**src/hdl/drc_top_unused_note.sv**
```systemverilog
`default_nettype none
`default_nettype wire

```
**src/hdl/drc_pkg.sv**
```systemverilog
// constants, types and register map of the disturbance recorder control
// assumes a 250 MHz system clock and a 32-bit APB register bus
`default_nettype none

package drc_pkg;

	// ==========================================================
	// register offsets (byte addresses)
	localparam logic [7:0] OFF_CTRL = 8'h00;
	localparam logic [7:0] OFF_TRIG_SEL = 8'h04;
	localparam logic [7:0] OFF_CMD = 8'h08;
	localparam logic [7:0] OFF_CLR_IDX = 8'h0C;
	localparam logic [7:0] OFF_REC_LEN = 8'h10;
	localparam logic [7:0] OFF_PRE_LEN = 8'h14;
	localparam logic [7:0] OFF_CHAN_CNT = 8'h18;
	localparam logic [7:0] OFF_STATUS = 8'h1C;
	localparam logic [7:0] OFF_MAX_NUM = 8'h20;
	localparam logic [7:0] OFF_MAX_LEN = 8'h24;
	localparam logic [7:0] OFF_MAX_PRE = 8'h28;
	localparam logic [7:0] OFF_REC_CNT = 8'h2C;

	// ==========================================================
	// field positions
	localparam int CMD_MANUAL = 0;
	localparam int CMD_CLR_ALL = 1;
	localparam int CMD_CLR_NEW = 2;
	localparam int CMD_CLR_OLD = 3;
	localparam int CHAN_ANA_LSB = 0;
	localparam int CHAN_DIG_LSB = 8;

	// ==========================================================
	// reset values and limits (times in ms)
	localparam logic [31:0] LEN_DEF = 32'h0000_03E8;
	localparam logic [31:0] LEN_MIN = 32'h0000_0064;
	localparam logic [31:0] LEN_MAX = 32'h001B_7740;
	localparam logic [31:0] PRE_DEF = 32'h0000_00C8;
	localparam logic [31:0] PRE_MIN = 32'h0000_00C8;
	localparam logic [31:0] PRE_MAX = 32'h0000_3A98;
	localparam logic [6:0] MAX_RECS = 7'h64;
	localparam logic [7:0] ANA_MAX = 8'h14;
	localparam logic [7:0] DIG_MAX = 8'h5F;
	localparam int FN_HZ = 50;
	localparam int DIG_HZ = 200;
	localparam int MEM_WORDS = 16076647;
	localparam int STORE_CYC = 16;

	// ==========================================================
	// timing
	localparam int CLK_PERIOD_NS = 4;
	localparam int MS_NS = 1000000;
	localparam int MS_CYC = MS_NS / CLK_PERIOD_NS;
	localparam logic [2:0] DIG_MS = 3'h5;

	// ==========================================================
	// types
	typedef enum logic [6:0] {
		ST_OFF = 7'h01,
		ST_READY = 7'h02,
		ST_TRIG = 7'h04,
		ST_RECSTORE = 7'h08,
		ST_STORING = 7'h10,
		ST_FULL = 7'h20,
		ST_WRONG = 7'h40
	} drc_state_t;

	// rate: 0=64, 1=32, 2=16, 3=8 samples per cycle
	typedef struct packed {
		logic [1:0] rate;
		logic keep;
		logic enable;
	} drc_ctrl_t;

	typedef struct packed {
		logic valid;
		logic dropped;
		logic [6:0] slot;
		logic [15:0] seq;
	} drc_commit_t;

endpackage

`default_nettype wire

```
**src/hdl/drc_top.sv**
```systemverilog
// disturbance recorder control: arming, triggering, capture timing, store bookkeeping
// assumes synchronous inputs and a per-sample strobe from the measurement at 64 s/c
`default_nettype none

module drc_top #(
	parameter int NSIG = 32,
	parameter int MS_CYC = drc_pkg::MS_CYC,
	parameter int MEM_WORDS = drc_pkg::MEM_WORDS,
	parameter int STORE_CYC = drc_pkg::STORE_CYC
) (
	// clock and reset
	input wire logic clk,
	input wire logic rstn,
	// apb slave
	input wire logic psel,
	input wire logic penable,
	input wire logic pwrite,
	input wire logic [7:0] paddr,
	input wire logic [31:0] pwdata,
	output logic [31:0] prdata,
	output logic pready,
	output logic pslverr,
	// measurement side
	input wire logic [NSIG-1:0] binary_sig,
	input wire logic ana_strobe,
	output logic ana_take,
	output logic dig_take,
	output logic pre_full,
	output drc_pkg::drc_commit_t commit,
	output drc_pkg::drc_state_t rec_state
);

	// elaboration check of the parameters the logic can serve
	if (NSIG < 1 || NSIG > 32 || MS_CYC < 1 || STORE_CYC < 1 || MEM_WORDS < 1) begin : g_bad_param
		$error("drc_top: unsupported parameter value");
	end

	// ==========================================================
	// reset release
	logic rst_q1;
	logic rst_n_s;

	// two-stage release of the async reset
	always_ff @(posedge clk or negedge rstn) begin
		if (!rstn) begin
			rst_q1 <= 1'b0;
			rst_n_s <= 1'b0;
		end else begin
			rst_q1 <= 1'b1;
			rst_n_s <= rst_q1;
		end
	end

	// ==========================================================
	// register bus
	drc_pkg::drc_ctrl_t ctrl;
	logic [NSIG-1:0] trig_sel;
	logic [31:0] len_ms;
	logic [31:0] pre_ms;
	logic [7:0] ana_n;
	logic [7:0] dig_n;
	logic [31:0] clr_idx;
	logic [31:0] max_len;
	logic [6:0] max_num;
	logic [6:0] count;
	logic man_req;
	logic pend_all;
	logic pend_new;
	logic pend_old;
	logic pend_idx;
	logic [31:0] rd_val;
	logic mapped;
	logic wr_en;
	logic wr_cmd;
	logic [2:0] st_code;
	logic [31:0] max_pre;

	assign pready = 1'b1;
	assign pslverr = psel && penable && !mapped;
	assign wr_en = psel && penable && pwrite && mapped;
	assign wr_cmd = wr_en && paddr == drc_pkg::OFF_CMD;

	// read mux and address decode
	always_comb begin
		rd_val = 32'h0000_0000;
		mapped = 1'b1;
		case (paddr)
			drc_pkg::OFF_CTRL: rd_val = {28'h0000_000, ctrl};
			drc_pkg::OFF_TRIG_SEL: rd_val = 32'(trig_sel);
			drc_pkg::OFF_CMD: rd_val = {28'h0000_000, pend_old, pend_new, pend_all, man_req};
			drc_pkg::OFF_CLR_IDX: rd_val = clr_idx;
			drc_pkg::OFF_REC_LEN: rd_val = len_ms;
			drc_pkg::OFF_PRE_LEN: rd_val = pre_ms;
			drc_pkg::OFF_CHAN_CNT: rd_val = {16'h0000, dig_n, ana_n};
			drc_pkg::OFF_STATUS: rd_val = {29'h0000_0000, st_code};
			drc_pkg::OFF_MAX_NUM: rd_val = {25'h000_0000, max_num};
			drc_pkg::OFF_MAX_LEN: rd_val = max_len;
			drc_pkg::OFF_MAX_PRE: rd_val = max_pre;
			drc_pkg::OFF_REC_CNT: rd_val = {25'h000_0000, count};
			default: mapped = 1'b0;
		endcase
	end

	// read data captured in the setup cycle
	always_ff @(posedge clk or negedge rst_n_s) begin
		if (!rst_n_s) begin
			prdata <= 32'h0000_0000;
		end else if (psel && !penable) begin
			prdata <= rd_val;
		end
	end

	// settings written by software
	always_ff @(posedge clk or negedge rst_n_s) begin
		if (!rst_n_s) begin
			ctrl <= '0;
			trig_sel <= '0;
			len_ms <= drc_pkg::LEN_DEF;
			pre_ms <= drc_pkg::PRE_DEF;
			ana_n <= 8'h00;
			dig_n <= 8'h00;
			clr_idx <= 32'h0000_0000;
		end else if (wr_en) begin
			case (paddr)
				drc_pkg::OFF_CTRL: ctrl <= pwdata[3:0];
				drc_pkg::OFF_TRIG_SEL: trig_sel <= pwdata[NSIG-1:0];
				drc_pkg::OFF_CLR_IDX: clr_idx <= pwdata;
				drc_pkg::OFF_REC_LEN: len_ms <= pwdata;
				drc_pkg::OFF_PRE_LEN: pre_ms <= pwdata;
				drc_pkg::OFF_CHAN_CNT: begin
					ana_n <= pwdata[drc_pkg::CHAN_ANA_LSB +: 8];
					dig_n <= pwdata[drc_pkg::CHAN_DIG_LSB +: 8];
				end
				default: ;
			endcase
		end
	end

	// ==========================================================
	// capacity computation
	logic [31:0] rate;
	logic [47:0] den0;
	logic [47:0] den1;
	logic [47:0] num;
	logic div_busy;
	logic div_job;
	logic [5:0] div_cnt;
	logic [47:0] div_num;
	logic [47:0] div_den;
	logic [48:0] div_rem;
	logic [48:0] rem_sh;
	logic div_ge;
	logic [47:0] next_num;

	// samples per second and per recording
	always_comb begin
		rate = 32'(drc_pkg::FN_HZ) * (32'(ana_n) + 32'h1) * (32'h40 >> ctrl.rate)
			+ 32'(drc_pkg::DIG_HZ) * 32'(dig_n);
		den0 = 48'(rate);
		den1 = 48'(rate) * 48'(len_ms);
		num = 48'(MEM_WORDS) * 48'h3E8;
		rem_sh = {div_rem[47:0], div_num[47]};
		div_ge = rem_sh >= {1'b0, div_den};
		next_num = {div_num[46:0], div_ge};
	end

	assign max_pre = (max_len < drc_pkg::PRE_MAX) ? max_len : drc_pkg::PRE_MAX;

	// shared restoring divider, alternating between max length and max count
	always_ff @(posedge clk or negedge rst_n_s) begin
		if (!rst_n_s) begin
			div_busy <= 1'b0;
			div_job <= 1'b0;
			div_cnt <= 6'h00;
			div_num <= 48'h0;
			div_den <= 48'h1;
			div_rem <= 49'h0;
			max_len <= 32'h0000_0000;
			max_num <= 7'h00;
		end else if (!div_busy) begin
			div_busy <= 1'b1;
			div_cnt <= 6'h00;
			div_num <= num;
			div_rem <= 49'h0;
			div_den <= div_job ? den1 : den0;
		end else begin
			div_rem <= div_ge ? rem_sh - {1'b0, div_den} : rem_sh;
			div_num <= next_num;
			div_cnt <= div_cnt + 6'h01;
			if (div_cnt == 6'h2F) begin
				div_busy <= 1'b0;
				div_job <= ~div_job;
				if (!div_job) begin
					max_len <= (next_num > 48'(drc_pkg::LEN_MAX)) ? drc_pkg::LEN_MAX
						: next_num[31:0];
				end else begin
					max_num <= (next_num > 48'(drc_pkg::MAX_RECS)) ? drc_pkg::MAX_RECS
						: next_num[6:0];
				end
			end
		end
	end

	// ==========================================================
	// time base
	logic [31:0] ms_cnt;
	logic ms_tick;
	logic [2:0] dig_ms;
	logic [2:0] ana_dec;

	assign ms_tick = ms_cnt == 32'(MS_CYC - 1);

	// free-running millisecond tick, 5 ms digital phase, analog decimation
	always_ff @(posedge clk or negedge rst_n_s) begin
		if (!rst_n_s) begin
			ms_cnt <= 32'h0000_0000;
			dig_ms <= 3'h0;
			ana_dec <= 3'h0;
		end else begin
			ms_cnt <= ms_tick ? 32'h0000_0000 : ms_cnt + 32'h1;
			if (ms_tick) begin
				dig_ms <= (dig_ms == drc_pkg::DIG_MS - 3'h1) ? 3'h0 : dig_ms + 3'h1;
			end
			if (ana_strobe) begin
				ana_dec <= ana_dec + 3'h1;
			end
		end
	end

	// ==========================================================
	// trigger and state machine
	drc_pkg::drc_state_t st;
	drc_pkg::drc_state_t next_st;
	drc_pkg::drc_state_t idle_st;
	logic trig_prev;
	logic trig_src;
	logic trig_any;
	logic cfg_bad;
	logic [31:0] post_ms;
	logic [31:0] post_goal;
	logic [31:0] pre_fill;
	logic [31:0] store_cnt;
	logic capturing;
	logic do_commit;

	assign trig_src = |(binary_sig & trig_sel);
	assign trig_any = man_req || (trig_src && !trig_prev);
	assign capturing = st == drc_pkg::ST_READY || st == drc_pkg::ST_TRIG
		|| st == drc_pkg::ST_RECSTORE;
	assign do_commit = st == drc_pkg::ST_STORING && store_cnt == 32'(STORE_CYC - 1);
	assign rec_state = st;

	// configuration check and resting state
	always_comb begin
		cfg_bad = trig_sel == '0 || max_len == 32'h0 || max_num == 7'h00
			|| len_ms < drc_pkg::LEN_MIN || len_ms > drc_pkg::LEN_MAX
			|| pre_ms < drc_pkg::PRE_MIN || pre_ms > drc_pkg::PRE_MAX
			|| pre_ms >= len_ms || len_ms > max_len
			|| ana_n > drc_pkg::ANA_MAX || dig_n > drc_pkg::DIG_MAX;
		if (!ctrl.enable) begin
			idle_st = drc_pkg::ST_OFF;
		end else if (cfg_bad) begin
			idle_st = drc_pkg::ST_WRONG;
		end else if (ctrl.keep && count >= max_num) begin
			idle_st = drc_pkg::ST_FULL;
		end else begin
			idle_st = drc_pkg::ST_READY;
		end
	end

	// next state
	always_comb begin
		next_st = st;
		case (st)
			drc_pkg::ST_OFF, drc_pkg::ST_FULL, drc_pkg::ST_WRONG: next_st = idle_st;
			drc_pkg::ST_READY: begin
				if (idle_st != drc_pkg::ST_READY) begin
					next_st = idle_st;
				end else if (trig_any) begin
					next_st = drc_pkg::ST_TRIG;
				end
			end
			drc_pkg::ST_TRIG, drc_pkg::ST_RECSTORE: begin
				if (ms_tick) begin
					next_st = (post_ms + 32'h1 >= post_goal) ? drc_pkg::ST_STORING
						: drc_pkg::ST_RECSTORE;
				end
			end
			drc_pkg::ST_STORING: begin
				if (do_commit) begin
					next_st = idle_st;
				end
			end
			default: next_st = drc_pkg::ST_OFF;
		endcase
	end

	// status code seen by software
	always_comb begin
		case (st)
			drc_pkg::ST_READY: st_code = 3'h0;
			drc_pkg::ST_TRIG: st_code = 3'h1;
			drc_pkg::ST_RECSTORE: st_code = 3'h2;
			drc_pkg::ST_STORING: st_code = 3'h3;
			drc_pkg::ST_FULL: st_code = 3'h4;
			drc_pkg::ST_WRONG: st_code = 3'h5;
			default: st_code = 3'h6;
		endcase
	end

	// state, capture timers and pre-trigger fill
	always_ff @(posedge clk or negedge rst_n_s) begin
		if (!rst_n_s) begin
			st <= drc_pkg::ST_OFF;
			trig_prev <= 1'b0;
			post_ms <= 32'h0;
			post_goal <= 32'h0;
			pre_fill <= 32'h0;
			store_cnt <= 32'h0;
		end else begin
			st <= next_st;
			trig_prev <= trig_src;
			if (st == drc_pkg::ST_READY && next_st == drc_pkg::ST_TRIG) begin
				post_ms <= 32'h0;
				post_goal <= len_ms - pre_ms;
			end else if (ms_tick) begin
				post_ms <= post_ms + 32'h1;
			end
			if (st != drc_pkg::ST_READY) begin
				pre_fill <= 32'h0;
			end else if (ms_tick && pre_fill < pre_ms) begin
				pre_fill <= pre_fill + 32'h1;
			end
			store_cnt <= (st == drc_pkg::ST_STORING && !do_commit) ? store_cnt + 32'h1 : 32'h0;
		end
	end

	// sample strobes towards the capture memory
	always_ff @(posedge clk or negedge rst_n_s) begin
		if (!rst_n_s) begin
			ana_take <= 1'b0;
			dig_take <= 1'b0;
			pre_full <= 1'b0;
		end else begin
			ana_take <= capturing && ana_strobe
				&& (ana_dec & ((3'h1 << ctrl.rate) - 3'h1)) == 3'h0;
			dig_take <= capturing && ms_tick && dig_ms == drc_pkg::DIG_MS - 3'h1;
			pre_full <= st == drc_pkg::ST_READY && pre_fill >= pre_ms;
		end
	end

	// ==========================================================
	// commands and store bookkeeping
	logic [15:0] seq_mem [0:drc_pkg::MAX_RECS-1];
	logic [15:0] next_seq;
	logic room;
	logic do_store;
	logic do_drop;
	logic do_all;
	logic do_new;
	logic do_old;
	logic do_idx;
	logic idx_ok;
	logic del_en;
	logic [6:0] del_k;
	logic [6:0] wr_slot;

	assign room = count < max_num;
	assign do_store = do_commit && (room || !ctrl.keep);
	assign do_drop = do_store && !room && count != 7'h00;
	assign do_all = pend_all && !do_commit;
	assign do_new = pend_new && !pend_all && !do_commit;
	assign do_old = pend_old && !pend_all && !pend_new && !do_commit;
	assign do_idx = pend_idx && !pend_all && !pend_new && !pend_old && !do_commit;
	assign idx_ok = clr_idx != 32'h0 && clr_idx <= 32'(count);
	assign del_k = do_idx ? clr_idx[6:0] - 7'h01 : 7'h00;
	assign del_en = do_drop || (do_old && count != 7'h00) || (do_idx && idx_ok);
	assign wr_slot = do_drop ? count - 7'h01 : count;

	// command pending bits; a new write wins over the clearing
	always_ff @(posedge clk or negedge rst_n_s) begin
		if (!rst_n_s) begin
			man_req <= 1'b0;
			pend_all <= 1'b0;
			pend_new <= 1'b0;
			pend_old <= 1'b0;
			pend_idx <= 1'b0;
		end else begin
			man_req <= wr_cmd && pwdata[drc_pkg::CMD_MANUAL];
			pend_all <= (pend_all && !do_all) || (wr_cmd && pwdata[drc_pkg::CMD_CLR_ALL]);
			pend_new <= (pend_new && !do_new) || (wr_cmd && pwdata[drc_pkg::CMD_CLR_NEW]);
			pend_old <= (pend_old && !do_old) || (wr_cmd && pwdata[drc_pkg::CMD_CLR_OLD]);
			pend_idx <= (pend_idx && !do_idx) || (wr_en && paddr == drc_pkg::OFF_CLR_IDX);
		end
	end

	// recording count and commit report
	always_ff @(posedge clk or negedge rst_n_s) begin
		if (!rst_n_s) begin
			count <= 7'h00;
			next_seq <= 16'h0000;
			commit <= '0;
		end else begin
			commit <= '0;
			if (do_store) begin
				next_seq <= next_seq + 16'h0001;
				commit <= {1'b1, do_drop, wr_slot, next_seq};
				if (!do_drop && count < drc_pkg::MAX_RECS) begin
					count <= count + 7'h01;
				end
			end else if (do_all) begin
				count <= 7'h00;
			end else if ((do_new && count != 7'h00) || (del_en && !do_drop)) begin
				count <= count - 7'h01;
			end
		end
	end

	// recording list, oldest at slot 0; a delete closes the gap
	always_ff @(posedge clk) begin
		for (int i = 0; i < int'(drc_pkg::MAX_RECS) - 1; i++) begin
			if (del_en && 7'(i) >= del_k) begin
				seq_mem[i] <= seq_mem[i+1];
			end
		end
		if (do_store && wr_slot < drc_pkg::MAX_RECS) begin
			seq_mem[wr_slot] <= next_seq;
		end
	end
endmodule

`default_nettype wire

```
**config.mk**
```make
export PLATFORM = sky130hd
export DESIGN_NAME = drc_top
export DESIGN_NICKNAME = d
export VERILOG_FILES = /design/src/hdl/drc_top_unused_note.sv /design/src/hdl/drc_pkg.sv /design/src/hdl/drc_top.sv
export SDC_FILE = /design/constraint.sdc
export NUM_CORES = 2
export LEC_CHECK = 0
export ABC_CLOCK_PERIOD_IN_PS = 18900
export BUFFER_PORTS_ARGS = -buffer_cell sky130_fd_sc_hd__buf_2
export CAP_MARGIN = 20
export CORE_ASPECT_RATIO = 0.9
export CORE_MARGIN = 3
export CORE_UTILIZATION = 59
export CTS_CLUSTER_SIZE = 30
export DETAILED_ROUTE_END_ITERATION = 8
export PLACE_DENSITY = 0.78
export SETUP_SLACK_MARGIN = 0.4
export SYNTH_ARGS = -nofsm -noshare
export SYNTH_HDL_FRONTEND = slang
export SYNTH_SLANG_ARGS = --single-unit
```
**constraint.sdc**
```tcl
create_clock -name clk -period 18.9 [get_ports clk]
set_clock_uncertainty 0.2 [all_clocks]
set_input_delay 2.835 -clock clk [delete_from_list [all_inputs] [get_ports clk]]
set_output_delay 2.835 -clock clk [all_outputs]
set_load 0.005 [all_outputs]
```
# Yosys cells after proc, flatten, opt, wreduce, memory -nomap -nowiden
# Cells that the tools add are included.
totals:
  input_bits: 78
  wordCells: 251
  register_bits: 603
op_classes:
  bitwise_logic: 3
  n_lt_le_gt_ge: 19
  mul: 4
  eq_ne: 26
  shift: 2
  reduce_logical: 104
  muxes: 35
  add_sub_neg: 15
op_table:
  columns: ["op", "count"]
  rows:
  - ["case mux 32 bit (12 select lines)", 1]
  - ["two-way mux 32 bit", 8]
  - ["two-way mux 48 bit", 4]
  - ["adder 32 x 1 -> 32 bit, second input constant", 4]
  - ["greater-or-equal comparator 32 bit", 3]
  - ["two-way mux 7 bit", 12]
  - ["logical NOT 32 bit", 2]
  - ["greater-or-equal comparator 49 x 48 -> 1 bit", 1]
  - ["> comparator 48 x 21 -> 1 bit, second input constant", 1]
  - ["> comparator 48 x 7 -> 1 bit, second input constant", 1]
  - ["multiplier 32 x 32 -> 48 bit", 1]
  - ["subtractor 48 bit", 1]
  - ["logical AND 1 bit", 45]
  - ["adder 32 x 16 -> 32 bit", 1]
  - ["bitwise AND 32 bit", 1]
  - ["== test 32 x 18 -> 1 bit, second input constant", 1]
  - ["== test 32 x 4 -> 1 bit, second input constant", 1]
  - ["== test 8 x 5 -> 1 bit, second input constant", 4]
  - ["== test 8 x 6 -> 1 bit, second input constant", 4]
  - ["> comparator 32 x 14 -> 1 bit, second input constant", 1]
  - ["> comparator 32 x 21 -> 1 bit, second input constant", 1]
  - ["> comparator 32 bit", 1]
  - ["<= comparator 32 x 7 -> 1 bit", 1]
  - ["less-than comparator 32 x 14 -> 1 bit, second input constant", 1]
  - ["58 further kinds", 107]

# Longest topological paths before layout
depth:
  ltp_word: 19
  ltp_mapped: 68
  depth_no_buf: 67

# Least setup slack after synthesis
# Ideal clock, no wire load.
synth_timing:
  kind: "register to register"
  from: "register ana_n[0]"
  to: "register div_den[47]"
  t_required_ps: 18604
  path_slack_ps: 3491
  t_arrival_ps: 15114
  synth_period_minus_slack_ps: 15409
  path_stages_with_launch: 67
  cell_sequence: "dfrtp_1 > clkbuf_1 > inv_1 > ha_1 > ha_1 > ha_1 > inv_1 > fa_1 > inv_1 > ha_1 > a21oi_1 > o21bai_1 > a21oi_1 > o21bai_1 > a21oi_1 > o21bai_1 > a21oi_1 > xnor2_1 > [31 not listed] > inv_1 > fa_1 > inv_1 > fa_1 > inv_1 > ha_1 > a21o_1 > a21oi_1 > o21ai_0 > a221oi_1 > o21bai_1 > nor3_1 > a211o_1 > o31ai_1 > a21o_1 > a21oi_1 > xnor3_1 > o31ai_1"
synth_via:
  elab_chain_cells: 6
synth_lines:
  columns: ["item", "line_no", "text"]
  rows:
  - ["start: declaration", "drc_top.sv:60", "logic [7:0] ana_n;"]
  - ["start signal: assignment", "drc_top.sv:131", "ana_n <= pwdata[drc_pkg::CHAN_ANA_LSB +: 8];"]
  - ["adder 8 x 1 -> 9 bit", "drc_top.sv:157", "rate = 32'(drc_pkg::FN_HZ) * (32'(ana_n) + 32'h1) * (32'h40 >> ctrl.rate)"]
  - ["multiplier 5 x 9 -> 14 bit", "drc_top.sv:157", null]
  - ["multiplier 14 x 32 -> 31 bit", "drc_top.sv:157", null]
  - ["adder 32 x 16 -> 32 bit", "drc_top.sv:158", "+ 32'(drc_pkg::DIG_HZ) * 32'(dig_n);"]
  - ["multiplier 32 x 32 -> 48 bit", "drc_top.sv:160", "den1 = 48'(rate) * 48'(len_ms);"]
  - ["two-way mux 48 bit", "drc_top.sv:185", "div_den <= div_job ? den1 : den0;"]
  - ["end signal: assignment", "drc_top.sv:185", null]
  - ["end: declaration", "drc_top.sv:149", "logic [47:0] div_den;"]
# No other way between the ends.
# A chain may end at the register's enable or synchronous reset.

# Worst setup path after layout
# Same ends and word-level chain as after synthesis.

==> results by group <==
Run status
  • Status: complete, but fails checks
  • Violated checks: design-rule violations

Clock network
  • Setup bufs post-CTS: 0
  • Clock Latency Late Sink: 0.64 ns
  • H-tree depth: 3
  • CTS-repair resized insts: 0
  • Clk Tree Root Cell: clkbuf_16
  • Sinks on Clock Net: around 600
  • Hold-fix buffers, CTS: 0
  • CTS clk-pin slew, worst paths: 0.06 ns
  • CTS tree: yes
  • Cts bufs inserted: 69
  • CTS max path bufs: 3

Synthesis
  • Synth top area share: between 20% and 30%
  • Largest cells by area after synthesis: dfrtp_1 (25%), fa_1 (21%), ha_1 (12%)
  • Share of the yosys chip area belonging to registers: 25.2%
  • Ys flop type: dfrtp_1
  • Post-synth EDFFs: 0
  • Synthesis Warnings: 0
  • Yosys cell types: 91
  • Area leader, netlist: dfrtp_1
  • Flops & latches, synth: 601
  • Post-Syn Area: 59700 um2
  • Post-Synthesis Cells: 6499
  • Syn Area/Cell: 9.19 um2
  • Asr flop ratio synth: 100%

Global route
  • Initial antenna violation count: 4
  • First-pass GRT wire length: 266 mm
  • GRT Total Usage: 32.2%
  • Pin count of the biggest net entering global routing: 172
  • Vias in the first global route: 47900
  • Grt total ovfl: 0

Flow run
  • Max Cap Violations: 0

Placement
  • Buffers on Ports: 145
  • Placed cell area: 61900 um2
  • Hpwl dp: 128 mm
  • DP Worst Slack: ~2.4 ns
  • Routability cong.: about 1.0

Route
  • Post-route ant nets: 0
  • DRT iter0 DRCs: 4214
  • # DRC: 1
  • Routed wire length: 168 mm
  • Drt pass-1 iters: 9
  • Via count: 47400
  • DR WL/cell: 21.2 um
  • Via/cell ratio: approximately 6.0

Floorplan
  • Starting Density: 59.6%
  • Die area: 105000 um2
  • Number of placed I/O pins: 147
  • Core Box Area: 100000 um2
  • Number of cell rows: 110
  • Die height: 308 um
  • Die Wd: approximately 340 um

Final layout
  • Final instance area: 64300 um2
  • Area Overhead vs Synth: 7.65%
  • Nets@finish: 7772
  • Share of cells above drive strength 1: 8.23%

Worst setup path
  • CP Data Required Time: 19.23 ns
  • Crit path kind: flip-flop to flip-flop
  • Critical path peak fanout: 23
  • Arrival @ worst endpoint: approximately 17 ns
  • Most frequent cell on the critical path: inv_1
  • Setup crit end kind: flip-flop
  • Critical Path Max Stage Delay: 0.59 ns
  • CP startpoint kind: flip-flop
  • Slowest CP cell: fa_1
  • R2R Setup Slk: 2.23 ns

Min path
  • Hold Crit Class: flip-flop to flip-flop

Timing
  • Worst Tran Pin Value: ~1.2 ns
  • Minimum clock period: 16.67 ns
  • Final setup TNS: 0 ns
  • Final Cycle Share: approximately 88%
  • RSZ-0062 raised after global routing: false
  • Fin. max-slew vios: 0
  • Slew headroom: 22.1%
  • Hold Vio Cnt, Final: 0
  • PnR worst setup slack: about 2.2 ns
  • Fmax: approximately 0.060 GHz
  • Final Setup Violations: 0

Power
  • Lkg Pwr: 31.4 nW
  • PwrDens: around 60 nW/um2
  • Worst ir drop on vdd: 53.6 uV
==> cells by family after synthesis <==
family,synth area share [%]
compound gates,10.6
fa+ha+maj,32.2
mux,2.31
buf+inv,7.73
simple gates,16.6
xor+xnor,5.34
other cells,0.0126
flops,25.2
==> final timing paths <==
path / start / endpoint / cells after the start
hold / removal: rst_q1 / rst_n_s / 0
min in group asynchronous: rst_n_s / commit[5] / 0
hold reg to reg: rst_q1 / rst_n_s / 0
setup / recovery: ana_n[0] / div_den[47] / 63
max in group asynchronous: rst_n_s / div_rem[12] / 2
setup reg to reg: ana_n[0] / div_den[47] / 63
==> metal layers <==
| layer | part of all wire (%) | global-route usage (%) | wire length [um] |
|---|---|---|---|
| met5 | 0.0078 | 0 | 13 |
| met3 | 10 | 7.79 | 17000 |
| met1 | 42 | 44.9 | 69700 |
| met2 | 44 | 48.8 | 73900 |
| met4 | 4.2 | 12.7 | 7010 |
==> registers in the layout (all words and copies together), names as in the netlist, 4 cells and up <==
register	count
div_num	48
div_rem	48
pre_ms	32
next_seq	16
pre_fill	32
ms_cnt	32
rec_state	7
ctrl	4
count	7
dig_n	8
div_den	46
trig_sel	32
max_num	7
len_ms	32
prdata	32
clr_idx	32
ana_n	8
commit	25
store_cnt	32
max_len	32
post_ms	32
post_goal	32
div_cnt	6
==> worst max-delay path, delay by kind of cell (launching register included) <==
kind	cells	cell delay, ns
AOI/OAI and AO/OA	17	3.54
DFF	1	0.51
buffers and inverters	14	1.17
xor gates and xnor gates	4	1.11
and+or+nand+nor	7	1.19
adders and majority gates	21	8.83
==> power breakdown <==
part / switching [mW] / leakage [nW] / internal (mW) / total, mW
Combinational: 0.575 / 22.6 / 0.409 / 0.983
Sequential: 0.0682 / 7.64 / 1.38 / 1.45
Clock: 0.576 / 1.15 / 0.819 / 1.40
==> cells in the final DEF, fill, tap and decap left out, drive strengths merged, types with 25 or more instances in the layout <==
master    n
nand2b   93
a21o    126
a221oi   30
nand3   105
clkbuf   95
mux2    110
xnor2   211
o21bai   31
and2    290
xor2    142
a22oi    33
and3     62
nor2b    74
a211oi   37
inv     938
nor2    369
or3      25
buf     222
dfrtp   590
a22o     45
ha      554
nand2   768
a21oi   222
fa      615
o21ai   248
a31oi    37
nor4     81
nand4    72
nor3     61
==> stage by stage <==
stage / hold WS, ns / util [%] / cells / power, mW
after floorplan: 0.131 / - / 6521 / 2.20
after global placement: 0.137 / 61.8 / 7796 / 2.41
after detailed placement: 0.136 / 61.8 / 7797 / 2.44
after CTS: 0.149 / 64.2 / 7918 / 3.84
after global routing: 0.160 / 64.2 / 7919 / 4.04
final: 0.149 / 64.2 / 7923 / 3.83
==> Yosys cell counts (6+ instances only) <==
cell type,instances
a31oi_1,36
and4_1,6
and2_1,289
nor2b_1,74
nand3b_1,6
o31ai_1,17
o22a_1,6
nand2_1,768
nor4_1,81
dfrtp_1,590
nor2_1,369
and3_1,62
xor2_1,140
a22oi_1,33
nand3_1,104
nand2b_1,93
o21ai_0,241
a221oi_1,30
o211ai_1,21
or2_2,19
ha_1,554
or3_1,25
a22o_1,45
a41oi_1,13
nand4_1,72
fa_1,615
a211oi_1,34
buf_2,10
mux2_2,110
xnor2_1,209
a21boi_0,6
dfstp_2,11
o21bai_1,31
mux2i_1,14
o21a_1,24
nor3b_1,7
a222oi_1,16
inv_1,934
clkbuf_1,274
nor3_1,60
a21oi_1,221
a21o_1,126
==> cell type report <==
type,count,area (um2)
diodes,4,10.0
clock buffers,94,1970
clock inverters,27,378
fillers,8273,35900
inverters,935,3510
multi-input cells,4695,40400
flip-flops and latches,601,15100
well taps,1344,1680
repair buffers,223,1340
No activity file was read; power rests on OpenSTA's default activity.
